File: src/verilog/brk_mon_pkg.sv
// Constants shared by the break and monitor entry logic
package brk_mon_pkg;
   // ****************
   // Register byte addresses
   // ****************
   localparam logic [4:0] OFS_STATUS_CONTROL = 5'h00;
   localparam logic [4:0] OFS_ADDRESS_HIGH   = 5'h04;
   localparam logic [4:0] OFS_ADDRESS_LOW    = 5'h08;
   localparam logic [4:0] OFS_WAIT_STATUS    = 5'h0c;
   localparam logic [4:0] OFS_FLAG_CONTROL   = 5'h10;
   localparam logic [4:0] OFS_AUXILIARY      = 5'h14;
   localparam logic [4:0] OFS_MONITOR_STATUS = 5'h18;
   // ****************
   // Field positions and reset values
   // ****************
   localparam int        BIT_MATCH_ENABLE  = 7;
   localparam int        BIT_ACTIVE_FLAG   = 6;
   localparam int        BIT_WAIT_FLAG     = 1;
   localparam int        BIT_CLEAR_ENABLE  = 7;
   localparam int        BIT_WDOG_DISABLE  = 0;
   localparam logic [7:0] RESET_BYTE       = 8'h00;
   // ****************
   // Vectors and monitor entry
   // ****************
   localparam logic [7:0]  USER_VECTOR_PAGE = 8'hff;
   localparam logic [7:0]  MON_VECTOR_PAGE  = 8'hfe;
   localparam logic [7:0]  SWI_VECTOR_LOW   = 8'hfc;
   localparam logic [15:0] RESET_VEC_HIGH   = 16'hfffe;
   localparam logic [15:0] RESET_VEC_LOW    = 16'hffff;
   localparam logic [7:0]  ERASED_BYTE      = 8'hff;
   localparam logic [4:0]  COMM_SAMPLE_CYC  = 5'h18;
   localparam logic [3:0]  BREAK_BITS       = 4'ha;
   localparam logic [10:0] BIT_CYCLES       = 11'h400;
   typedef enum logic {TX_IDLE = 1'b0, TX_SEND = 1'b1} tx_state_type;
endpackage

File: src/verilog/break_and_monitor_entry.sv
// Break address unit and monitor mode entry control
`timescale 1ns/100ps
// Contract
// - Enabled breakpoint raises a break on a full 16-bit program address match.
// - Active flag sets on every address match and reads back as one.
// - Software writing one to the active flag requests a break interrupt.
// - Active flag clears only by a written zero or reset; software clears it.
// - Two address bytes hold the breakpoint, both zero after reset.
// - Wait flag sets when a break ends wait mode; zero write or reset clears.
// - A break in stop mode wakes the processor and sets the wait flag.
// - During a break, other flags clear only if the clear enable is one.
// - Break watchdog disable holds the watchdog off during a break.
// - The comparator keeps running in wait mode.
// - Monitor entry by test voltage with straps, or erased reset vector.
// - Comm select low with line high gives serial; high gives parallel entry.
// - Test voltage bypasses the internal clock generator for the external clock.
// - Normal monitor with test voltage turns the oscillator pin into reset.
// - Watchdog off in normal monitor with test voltage, else configuration bit.
// - Erased reset vector fetch without test voltage forces internal reset.
// - Forced monitor disables watchdog and survives all but power-on reset.
// - Monitor mode relocates the reset and SWI interrupt vectors to the fe page.
// - After eight security bytes the device sends ten zero bits.
// - Link uses NRZ mark/space frames at equal rates both ways.
// - The serial line is open-drain, never actively driven high.
// - Break starts after the current instruction, or at once on its last cycle.
// - Timer counters stop during a break.
module break_and_monitor_entry
   import brk_mon_pkg::*;
(
   // Clock and resets
   input  wire logic        clk,
   input  wire logic        arst_n,
   input  wire logic        por_arst_n,
   // Avalon-MM slave
   input  wire logic [4:0]  address,
   input  wire logic        read,
   input  wire logic        write,
   input  wire logic [3:0]  byteenable,
   input  wire logic [31:0] writedata,
   output logic      [31:0] readdata,
   output logic             waitrequest,
   // Processor side
   input  wire logic [15:0] cpu_addr,
   input  wire logic        cpu_fetch,
   input  wire logic        instr_last_cycle,
   input  wire logic        instr_done,
   input  wire logic        in_wait,
   input  wire logic        in_stop,
   input  wire logic [15:0] vector_addr_in,
   input  wire logic        vector_fetch,
   input  wire logic [7:0]  vector_data,
   input  wire logic        security_done,
   output logic             break_request,
   output logic             wake_request,
   output logic [15:0]      vector_addr_out,
   output logic             internal_reset_req,
   // System controls
   input  wire logic        watchdog_disable_cfg,
   output logic             status_clear_allow,
   output logic             watchdog_enable,
   output logic             timer_stop,
   output logic             clock_bypass_external,
   output logic             osc_pin_as_reset,
   output logic             monitor_mode,
   output logic             serial_comm_mode,
   output logic             parallel_comm_mode,
   // Pins
   input  wire logic        test_voltage_pin,
   input  wire logic        mode_select0_pin,
   input  wire logic        mode_select1_pin,
   input  wire logic        comm_select_pin,
   input  wire logic        serial_line_in,
   output logic             serial_line_out,
   output logic             serial_line_oe
);
   logic [15:0] break_addr;
   logic        match_enable_reg;
   logic        active_flag_reg;
   logic        wait_flag_reg;
   logic        clear_enable_reg;
   logic        wdog_disable_reg;
   logic        pending_reg;
   logic        ack_reg;
   logic        wr_take;
   logic        addr_match;
   logic        brk_fire;
   logic [7:0]  addr_high_reg;
   logic [7:0]  addr_low_reg;
   logic [7:0]  rd_byte;
   logic [2:0]  sync1_reg;
   logic [2:0]  sync2_reg;
   logic [2:0]  sync3_reg;
   logic [2:0]  sync4_reg;
   logic        testv;
   logic        normal_mon_reg;
   logic        forced_mon_reg;
   logic        straps_done_reg;
   logic [4:0]  comm_cnt_reg;
   logic        serial_mode_reg;
   logic        parallel_mode_reg;
   logic        erased_high_reg;
   tx_state_type tx_state_reg;
   logic [10:0] bit_cnt_reg;
   logic [3:0]  bits_left_reg;

   // ****************
   // Pin synchronisers
   // ****************
   always_ff @(posedge clk or negedge arst_n)
   begin
      if (!arst_n)
      begin
         sync1_reg <= 3'h0;
         sync2_reg <= 3'h0;
         sync3_reg <= 3'h0;
         sync4_reg <= 3'h0;
      end
      else
      begin
         sync1_reg <= {test_voltage_pin, mode_select1_pin, mode_select0_pin};
         sync2_reg <= sync1_reg;
         sync3_reg <= {1'b0, serial_line_in, comm_select_pin};
         sync4_reg <= sync3_reg;
      end
   end
   assign testv = sync2_reg[2];

   // ****************
   // Avalon slave
   // ****************
   // One wait cycle; read data is registered on the first edge
   assign waitrequest = (read | write) & ~ack_reg;
   assign wr_take     = write & ack_reg & byteenable[0];

   always_ff @(posedge clk or negedge arst_n)
   begin
      if (!arst_n)
         ack_reg <= 1'b0;
      else
         ack_reg <= (read | write) & ~ack_reg;
   end

   always_comb
   begin
      case (address)
         OFS_STATUS_CONTROL: rd_byte = {match_enable_reg, active_flag_reg, 6'h00};
         OFS_ADDRESS_HIGH:   rd_byte = addr_high_reg;
         OFS_ADDRESS_LOW:    rd_byte = addr_low_reg;
         OFS_WAIT_STATUS:    rd_byte = {6'h00, wait_flag_reg, 1'b0};
         OFS_FLAG_CONTROL:   rd_byte = {clear_enable_reg, 7'h00};
         OFS_AUXILIARY:      rd_byte = {7'h00, wdog_disable_reg};
         OFS_MONITOR_STATUS: rd_byte = {3'h0, parallel_mode_reg, serial_mode_reg,
                                        forced_mon_reg, normal_mon_reg, testv};
         default:            rd_byte = 8'h00;
      endcase
   end

   always_ff @(posedge clk or negedge arst_n)
   begin
      if (!arst_n)
         readdata <= 32'h00000000;
      else if (read & ~ack_reg)
         readdata <= {24'h000000, rd_byte};
   end

   // ****************
   // Break registers
   // ****************
   // address bytes cleared by reset
   always_ff @(posedge clk or negedge arst_n)
   begin
      if (!arst_n)
      begin
         addr_high_reg    <= RESET_BYTE;
         addr_low_reg     <= RESET_BYTE;
         clear_enable_reg <= 1'b0;
         wdog_disable_reg <= 1'b0;
         match_enable_reg <= 1'b0;
      end
      else if (wr_take)
      begin
         if (address == OFS_ADDRESS_HIGH)
            addr_high_reg <= writedata[7:0];
         if (address == OFS_ADDRESS_LOW)
            addr_low_reg <= writedata[7:0];
         if (address == OFS_FLAG_CONTROL)
            clear_enable_reg <= writedata[BIT_CLEAR_ENABLE];
         if (address == OFS_AUXILIARY)
            wdog_disable_reg <= writedata[BIT_WDOG_DISABLE];
         if (address == OFS_STATUS_CONTROL)
            match_enable_reg <= writedata[BIT_MATCH_ENABLE];
      end
   end
   assign break_addr = {addr_high_reg, addr_low_reg};

   // full 16-bit compare; not gated by wait mode
   assign addr_match = match_enable_reg & cpu_fetch & (cpu_addr == break_addr);

   // hardware set wins over a zero write
   // cleared only by a zero write or reset
   always_ff @(posedge clk or negedge arst_n)
   begin
      if (!arst_n)
         active_flag_reg <= 1'b0;
      else if (addr_match)
         active_flag_reg <= 1'b1;
      else if (wr_take && address == OFS_STATUS_CONTROL)
         active_flag_reg <= writedata[BIT_ACTIVE_FLAG];
   end

   // hold a match until the instruction in flight ends
   always_ff @(posedge clk or negedge arst_n)
   begin
      if (!arst_n)
         pending_reg <= 1'b0;
      else if (brk_fire)
         pending_reg <= 1'b0;
      else if (addr_match)
         pending_reg <= 1'b1;
   end

   // match on the last cycle fires at once
   // a written one also fires a break
   assign brk_fire = ((pending_reg | addr_match) & (instr_done | instr_last_cycle))
                   | (wr_take & (address == OFS_STATUS_CONTROL) & writedata[BIT_ACTIVE_FLAG]);

   always_ff @(posedge clk or negedge arst_n)
   begin
      if (!arst_n)
      begin
         break_request <= 1'b0;
         wake_request  <= 1'b0;
      end
      else
      begin
         break_request <= brk_fire;
         // a break also wakes from stop
         wake_request  <= brk_fire & (in_wait | in_stop);
      end
   end

   // set on a break leaving wait; also from stop
   // a written one never sets it
   always_ff @(posedge clk or negedge arst_n)
   begin
      if (!arst_n)
         wait_flag_reg <= 1'b0;
      else if (brk_fire & (in_wait | in_stop))
         wait_flag_reg <= 1'b1;
      else if (wr_take && address == OFS_WAIT_STATUS && !writedata[BIT_WAIT_FLAG])
         wait_flag_reg <= 1'b0;
   end

   // other flags clearable in break only when enabled
   assign status_clear_allow = ~active_flag_reg | clear_enable_reg;
   assign timer_stop = active_flag_reg;

   // ****************
   // Monitor entry
   // ****************
   // straps caught once, after the synchronisers have filled
   always_ff @(posedge clk or negedge arst_n)
   begin
      if (!arst_n)
      begin
         straps_done_reg <= 1'b0;
         normal_mon_reg  <= 1'b0;
      end
      else if (!straps_done_reg && comm_cnt_reg == 5'h02)
      begin
         straps_done_reg <= 1'b1;
         normal_mon_reg  <= sync2_reg[2] & ~sync2_reg[1] & sync2_reg[0];
      end
   end

   // watch both reset vector bytes outside test voltage
   always_ff @(posedge clk or negedge arst_n)
   begin
      if (!arst_n)
         erased_high_reg <= 1'b0;
      else if (vector_fetch && vector_addr_in == RESET_VEC_HIGH)
         erased_high_reg <= (vector_data == ERASED_BYTE);
   end

   always_ff @(posedge clk or negedge arst_n)
   begin
      if (!arst_n)
         internal_reset_req <= 1'b0;
      else
         internal_reset_req <= vector_fetch & ~testv & ~forced_mon_reg & erased_high_reg
                             & (vector_addr_in == RESET_VEC_LOW) & (vector_data == ERASED_BYTE);
   end

   // only power-on reset leaves forced monitor mode
   always_ff @(posedge clk or negedge por_arst_n)
   begin
      if (!por_arst_n)
         forced_mon_reg <= 1'b0;
      else if (internal_reset_req)
         forced_mon_reg <= 1'b1;
   end

   // the host keeps comm select low for these 24 cycles
   // link style chosen once the window closes
   always_ff @(posedge clk or negedge arst_n)
   begin
      if (!arst_n)
      begin
         comm_cnt_reg      <= 5'h00;
         serial_mode_reg   <= 1'b0;
         parallel_mode_reg <= 1'b0;
      end
      else if (comm_cnt_reg != COMM_SAMPLE_CYC)
         comm_cnt_reg <= comm_cnt_reg + 5'h01;
      else if (!serial_mode_reg && !parallel_mode_reg && monitor_mode)
      begin
         serial_mode_reg   <= ~sync4_reg[0] & sync4_reg[1];
         parallel_mode_reg <= sync4_reg[0];
      end
   end
   assign serial_comm_mode   = serial_mode_reg;
   assign parallel_comm_mode = parallel_mode_reg;
   assign monitor_mode       = normal_mon_reg | forced_mon_reg;

   // external clock only while test voltage is present
   assign clock_bypass_external = testv;
   // oscillator pin reverts when test voltage drops
   assign osc_pin_as_reset = normal_mon_reg & testv;
   // off in normal monitor with test voltage, forced, break with disable bit, or config bit
   assign watchdog_enable = ~(normal_mon_reg & testv) & ~forced_mon_reg
                          & ~(wdog_disable_reg & active_flag_reg) & ~watchdog_disable_cfg;

   // fe page vectors in monitor mode
   always_comb
   begin
      vector_addr_out = vector_addr_in;
      if (monitor_mode && vector_addr_in[15:8] == USER_VECTOR_PAGE
          && vector_addr_in[7:0] >= SWI_VECTOR_LOW)
         vector_addr_out = {MON_VECTOR_PAGE, vector_addr_in[7:0]};
   end

   // ****************
   // Ready break on the serial line
   // ****************
   // ten zero bits after security bytes
   always_ff @(posedge clk or negedge arst_n)
   begin
      if (!arst_n)
      begin
         tx_state_reg  <= TX_IDLE;
         bit_cnt_reg   <= 11'h000;
         bits_left_reg <= 4'h0;
      end
      else
      begin
         case (tx_state_reg)
            TX_IDLE:
            begin
               if (security_done && serial_mode_reg)
               begin
                  tx_state_reg  <= TX_SEND;
                  bit_cnt_reg   <= BIT_CYCLES - 11'h001;
                  bits_left_reg <= BREAK_BITS;
               end
            end
            TX_SEND:
            begin
               if (bit_cnt_reg != 11'h000)
                  bit_cnt_reg <= bit_cnt_reg - 11'h001;
               else if (bits_left_reg == 4'h1)
                  tx_state_reg <= TX_IDLE;
               else
               begin
                  bit_cnt_reg   <= BIT_CYCLES - 11'h001;
                  bits_left_reg <= bits_left_reg - 4'h1;
               end
            end
            default:
               tx_state_reg <= TX_IDLE;
         endcase
      end
   end

   // NRZ space is the line pulled low for a whole bit
   // open drain, low only, pull-up gives the mark
   assign serial_line_out = 1'b0;
   assign serial_line_oe  = (tx_state_reg == TX_SEND);
endmodule

File: config.mk
export PLATFORM = sky130hd
export DESIGN_NAME = break_and_monitor_entry
export DESIGN_NICKNAME = d
export VERILOG_FILES = /design/src/verilog/brk_mon_pkg.sv /design/src/verilog/break_and_monitor_entry.sv
export SDC_FILE = /design/constraint.sdc
export NUM_CORES = 1
export LEC_CHECK = 0
export ABC_AREA = 1
export BUFFER_PORTS_ARGS = -buffer_cell sky130_fd_sc_hd__buf_2
export CAP_MARGIN = 5
export CELL_PAD_IN_SITES_DETAIL_PLACEMENT = 2
export CELL_PAD_IN_SITES_GLOBAL_PLACEMENT = 2
export CORE_MARGIN = 8
export CORE_UTILIZATION = 28
export CTS_CLUSTER_DIAMETER = 150
export DETAILED_ROUTE_END_ITERATION = 16
export PLACE_DENSITY = 0.9
export SYNTH_ARGS = -nofsm -noshare
export SYNTH_HDL_FRONTEND = slang
export SYNTH_SLANG_ARGS = --single-unit
File: constraint.sdc
create_clock -name clk -period 2.5 [get_ports clk]
set_input_delay 0.5 -clock clk [delete_from_list [all_inputs] [get_ports clk]]
set_output_delay 0.5 -clock clk [all_outputs]
set_load 0.1 [all_outputs]
== Word level (Yosys, flattened, before mapping) ==
Cells that the tools add are included.

* Register bits after elaboration: 71
* Input port bits: 99
* Output and inout port bits: 62

* Add/sub/neg operators: 3
* Magnitude comparators: 1
* Equal/unequal tests: 18
* Mux-type cells: 20
* Bitwise logic cells: 41
* Reduce and logical (&&, ||, !) cells: 27

{| class="wikitable"
|+ Operators by type and width
! cell !! number
|-
| one-hot mux 8 bit (7 select lines) || 1
|-
| 2-to-1 mux 11 bit || 3
|-
| == test 16 bit, second input constant || 2
|-
| AND 1 bit || 23
|-
| one-hot mux 11 bit (2 select lines) || 1
|-
| == test 16 bit || 1
|-
| == test 8 bit, second input constant || 2
|-
| 2-to-1 mux 16 bit || 1
|-
| == test 5 bit, second input constant || 3
|-
| AND reduction 2 bit || 7
|-
| 2-to-1 mux 4 bit || 3
|-
| NOT 1 bit || 11
|-
| nonzero test 11 bit || 1
|-
| subtractor 11 x 1 -> 11 bit, second input constant || 1
|-
| == test 5 x 4 -> 1 bit, second input constant || 2
|-
| logical AND 1 bit || 10
|-
| 2-to-1 mux 1 bit || 9
|-
| greater-or-equal comparator 8 bit, second input constant || 1
|-
| one-hot mux 4 bit (2 select lines) || 1
|-
| OR 1 bit || 7
|-
| inequality test 2 bit, second input constant || 3
|-
| nonzero test 2 bit || 3
|-
| adder 5 x 1 -> 5 bit, second input constant || 1
|-
| == test 5 x 2 -> 1 bit, second input constant || 1
|-
| other kinds (9) || 12
|}

== Depth between registers and ports, before layout ==
* Depth in word-level cells: 7
* Depth in mapped cells: 13
* Gate-level depth less buffers: 13

== Worst setup path after synthesis ==
OpenSTA, ideal clock, no wires.

* Path type: flip-flop to output port
* Start point: reg sync2_reg[2]
* End point: out watchdog_enable
* Arrival: 6.092 ns
* Required time: 2.000 ns
* Path slack: -4.092 ns
* Cell stages (with the launch flop): 4
* Path buffers: 0
* Path through: dfrtp_1 -> nand2_1 -> inv_1 -> a2111oi_0

* Cells in the longest elaborated chain, start to end: 5

{| class="wikitable"
|+ Ends and longest elaborated chain
! item !! line !! text
|-
| start, declared || break_and_monitor_entry.sv:91 || <nowiki>logic [2:0] sync2_reg;</nowiki>
|-
| start signal, assigned || break_and_monitor_entry.sv:121 || <nowiki>sync2_reg <= sync1_reg;</nowiki>
|-
| AND 1 bit || -- ||
|-
| net osc_pin_as_reset || break_and_monitor_entry.sv:63 || <nowiki>output logic osc_pin_as_reset,</nowiki>
|-
| NOT 1 bit || break_and_monitor_entry.sv:330 || <nowiki>assign watchdog_enable = ~(normal_mon_reg & testv) & ~forced_mon_reg</nowiki>
|-
| AND 1 bit || break_and_monitor_entry.sv:330 ||
|-
| AND 1 bit (2 in series) || break_and_monitor_entry.sv:331 || <nowiki>& ~(wdog_disable_reg & active_flag_reg) & ~watchdog_disable_cfg;</nowiki>
|-
| end, declared || break_and_monitor_entry.sv:60 || <nowiki>output logic watchdog_enable,</nowiki>
|}

The timed path passes the listed nets, and every way through them passes these cells.

== Final worst setup path ==
* Start point: reg sync2_reg[2]
* End point: out watchdog_enable

* Cells in the longest elaborated chain, start to end: 5

{| class="wikitable"
|+ Ends and longest elaborated chain
! item !! line
|-
| AND 1 bit || break_and_monitor_entry.sv:330
|-
| NOT 1 bit || break_and_monitor_entry.sv:330
|-
| AND 1 bit || break_and_monitor_entry.sv:330
|-
| AND 1 bit (2 in series) || break_and_monitor_entry.sv:331
|}

No other way between the ends.

==> impl_metrics.toml <==
[final_layout]
utilization_pct = 34.8
multi_input_area_um2 = 1620
fillers = 1640
largest_reg_flops = 11
antenna_cells = 0
seq_area_um2 = 1780
layout-area-overhead-vs-synth_pct = 23.3
drive_gt1_share_pct = 25.9
nets = 699

[clock_tree]
h-tree-depth = 3
postCtsSetupRepairBufs = 0
path_clk_slew_ps = 60
cts_tree = "built"
cts_sinks = 71
numCtsBuffers = 9
clock_latency_ps = 340
clockBufferDepth = 2
root_buffer = "clkbuf_16"

[placement]
dp_hpwl_um = 10600
io_buffers = 108
place_ws_ps = 379
place_congestion = 0.825

[timing]
setup_viol = 0
worstMarginPinSlew_ps = 617
rsz0062_at_grt = "no"
period_needed_ps = 2190
timing.final.crit_share_pct = 87.5
clock_skew_ps = 6.86
maxSlewViolCount = 0
fin_ws_ps = 313
hold_viol_final = 0
clock.fmax_mhz = 457
slew_headroom_pct = 58.8
fin_hold_ws_ps = 158

[floorplan]
core-area_um2 = 13700
rows = 43
initial_core_util_pct = 28.2
pin_count = 161
die-area_um2 = 17900
dieHeight_um = 134
die_w_um = 134

[global_routing]
grt_pass1_vias = 4132
busiest_layer = "met2"
grt_overflow = 0
grt_pass1_wl_um = 21500
antenna_found_initial = 0
globalRouteTotalUtil_pct = 15.3
grt_use_met1_pct = 15.0
met2_usage_pct = 30.6
grt_max_degree = 37
grt.met3_usage_pct = 3.54

[synthesis]
avgSynthCellArea_um2 = 7.88
synth-simple-area-share_pct = 24.4
synthTopCellsByArea = "dfrtp_1, nand2_1, inv_1"
synth_cell_types = 39
synth_compound_area_share_pct = 10.0
synth_most_common_cell = "nand2_1"
yosys-mux-area-fraction_pct = 0
synth_edf_count = 0
synth_cells = 492
synth_top_cell_by_area = "dfrtp_1"
synth_top_family_by_area = "simple AND/OR/NAND/NOR gates"
synth_top_area_share_pct = 45.9
ys.flop_type = "dfrtp_1"
synth_commonest_cells = "nand2_1, inv_1, dfrtp_1"
synth_xor_xnor_area_share_pct = 2.26
ys_seq_elements = 71
synth_area_um2 = 3870
yosysWarnings = 0
synthArstFlopShare_pct = 100
synth_adder_area_share_pct = 1.94
ys_seq_area_share_pct = 45.9

[pwr]
p_per_area_nw_per_um2 = 800
leakage_nw = 2.51
peakVddDrop_mv = 0.390

[routing]
drt_iter0_drc = 114
antenna_left = 0
vias = 3524
route.detailed.drc = 0
drtPass1Iterations = 4
drt_wl_total_um = 13500
vias_per_cell = 4.52
post_drt_wl_per_cell_um = 17.3

[critical_path]
cp_max_fo = 5
rrSetupSlack_ps = 490
startpoint = "sync2_reg[2]"
reg2reg_depth = 13
cp.arrival_ps = 1690
worstReg2RegEnd = "bits_left_reg[1]"
end_kind = "primary output"
cp-start-kind = "register"
worst_ep_required_time_ps = 2000
r2r-start = "bit_cnt_reg[0]"
crit_type = "register to primary output"

[job]
maxCapViolCount = 0

[min_path]
hold_path_class = "input pin to async pin"

[status]
status = "finished clean"
-- repair_timing --
action / CTS / global route
resized for setup: 0 / 0
hold buffers: 1 / 0
hold endpoints to repair: 1 / 0
-- kinds of logic (layout without fill, tap and decap cells) --
kind of cell    after synthesis  after routing
xor+xnor                     10             10
fa+ha+maj                     6              6
simple gates                214            214
other cells                   1             25
compound gates               68             68
flops                        71             71
buf+inv                     122            205
-- power breakdown --
group          total, mW  internal [mW]  switching (mW)
logic               1.13          0.276           0.859
clock network       1.21          0.677           0.531
registers           1.48           1.32           0.168
-- per-layer routing --
metal | up-vias | part of all wire [%] | routed length [µm]
met5 | - | 0 | 0
met4 | 0 | 1.7 | 231
met3 | 17 | 4.1 | 548
met2 | 68 | 58 | 7780
met1 | 1753 | 37 | 4930
li1 | 1686 | - | -
-- through the flow --
step           cell area (µm²)  TNS, ps  cells  power (mW)
6_report                  4780        0    779        3.83
5_1_grt                   4780        0    779        4.03
4_1_cts                   4780        0    779        3.88
3_5_place_dp              4490        0    762        2.64
3_3_place_gp              4490        0    762        2.56
2_1_floorplan             4000     -426    516        2.36
-- placed cells by master, fill, tap and decap left out, types with 3 or more instances in the layout --
cell       netlist  layout
nor3_1           5       5
ha_1             6       6
nand3_1         20      20
nand2_1        124     124
nand2_2          3       3
nand4_1         11      11
clkbuf_16        0       9
o21ai_0         36      36
o21ai_2          8       8
inv_2            3       3
buf_2            1     108
nor2_2           3       3
xor2_1           8       8
inv_1           73      73
conb_1           1      25
a21oi_1          7       7
nor2_1          34      34
dfrtp_1         71      70
o21ai_1          9       9
-- cell type report --
type                       instances  share of cell area, %
sequential                        71                   37.2
multi-input combinational        323                   34.0
timing repair buffer             112                   12.3
inverter                          77                   6.10
clock buffer                      10                   4.79
tap                              180                   4.71
clock inverter                     6                  0.969
-- how the worst max path moves through the flow --
stage                          to  slack (ps)  cells past startpoint
3_3_place_gp     addr_high_reg[6]         500                      9
5_1_grt        vector_addr_out[8]         260                      4
3_5_place_dp     addr_high_reg[5]         380                      9
6_report          watchdog_enable         310                      4
2_1_floorplan     watchdog_enable        -430                      3
4_1_cts           watchdog_enable         300                      4
-- worst max-delay path: stages, from the launching register on --
cell       delay, ps
dfrtp_2          450
nand2_1           90
inv_1             70
a2111oi_4        250
buf_2            480
Note: power is estimated with default switching activity, not from simulation.
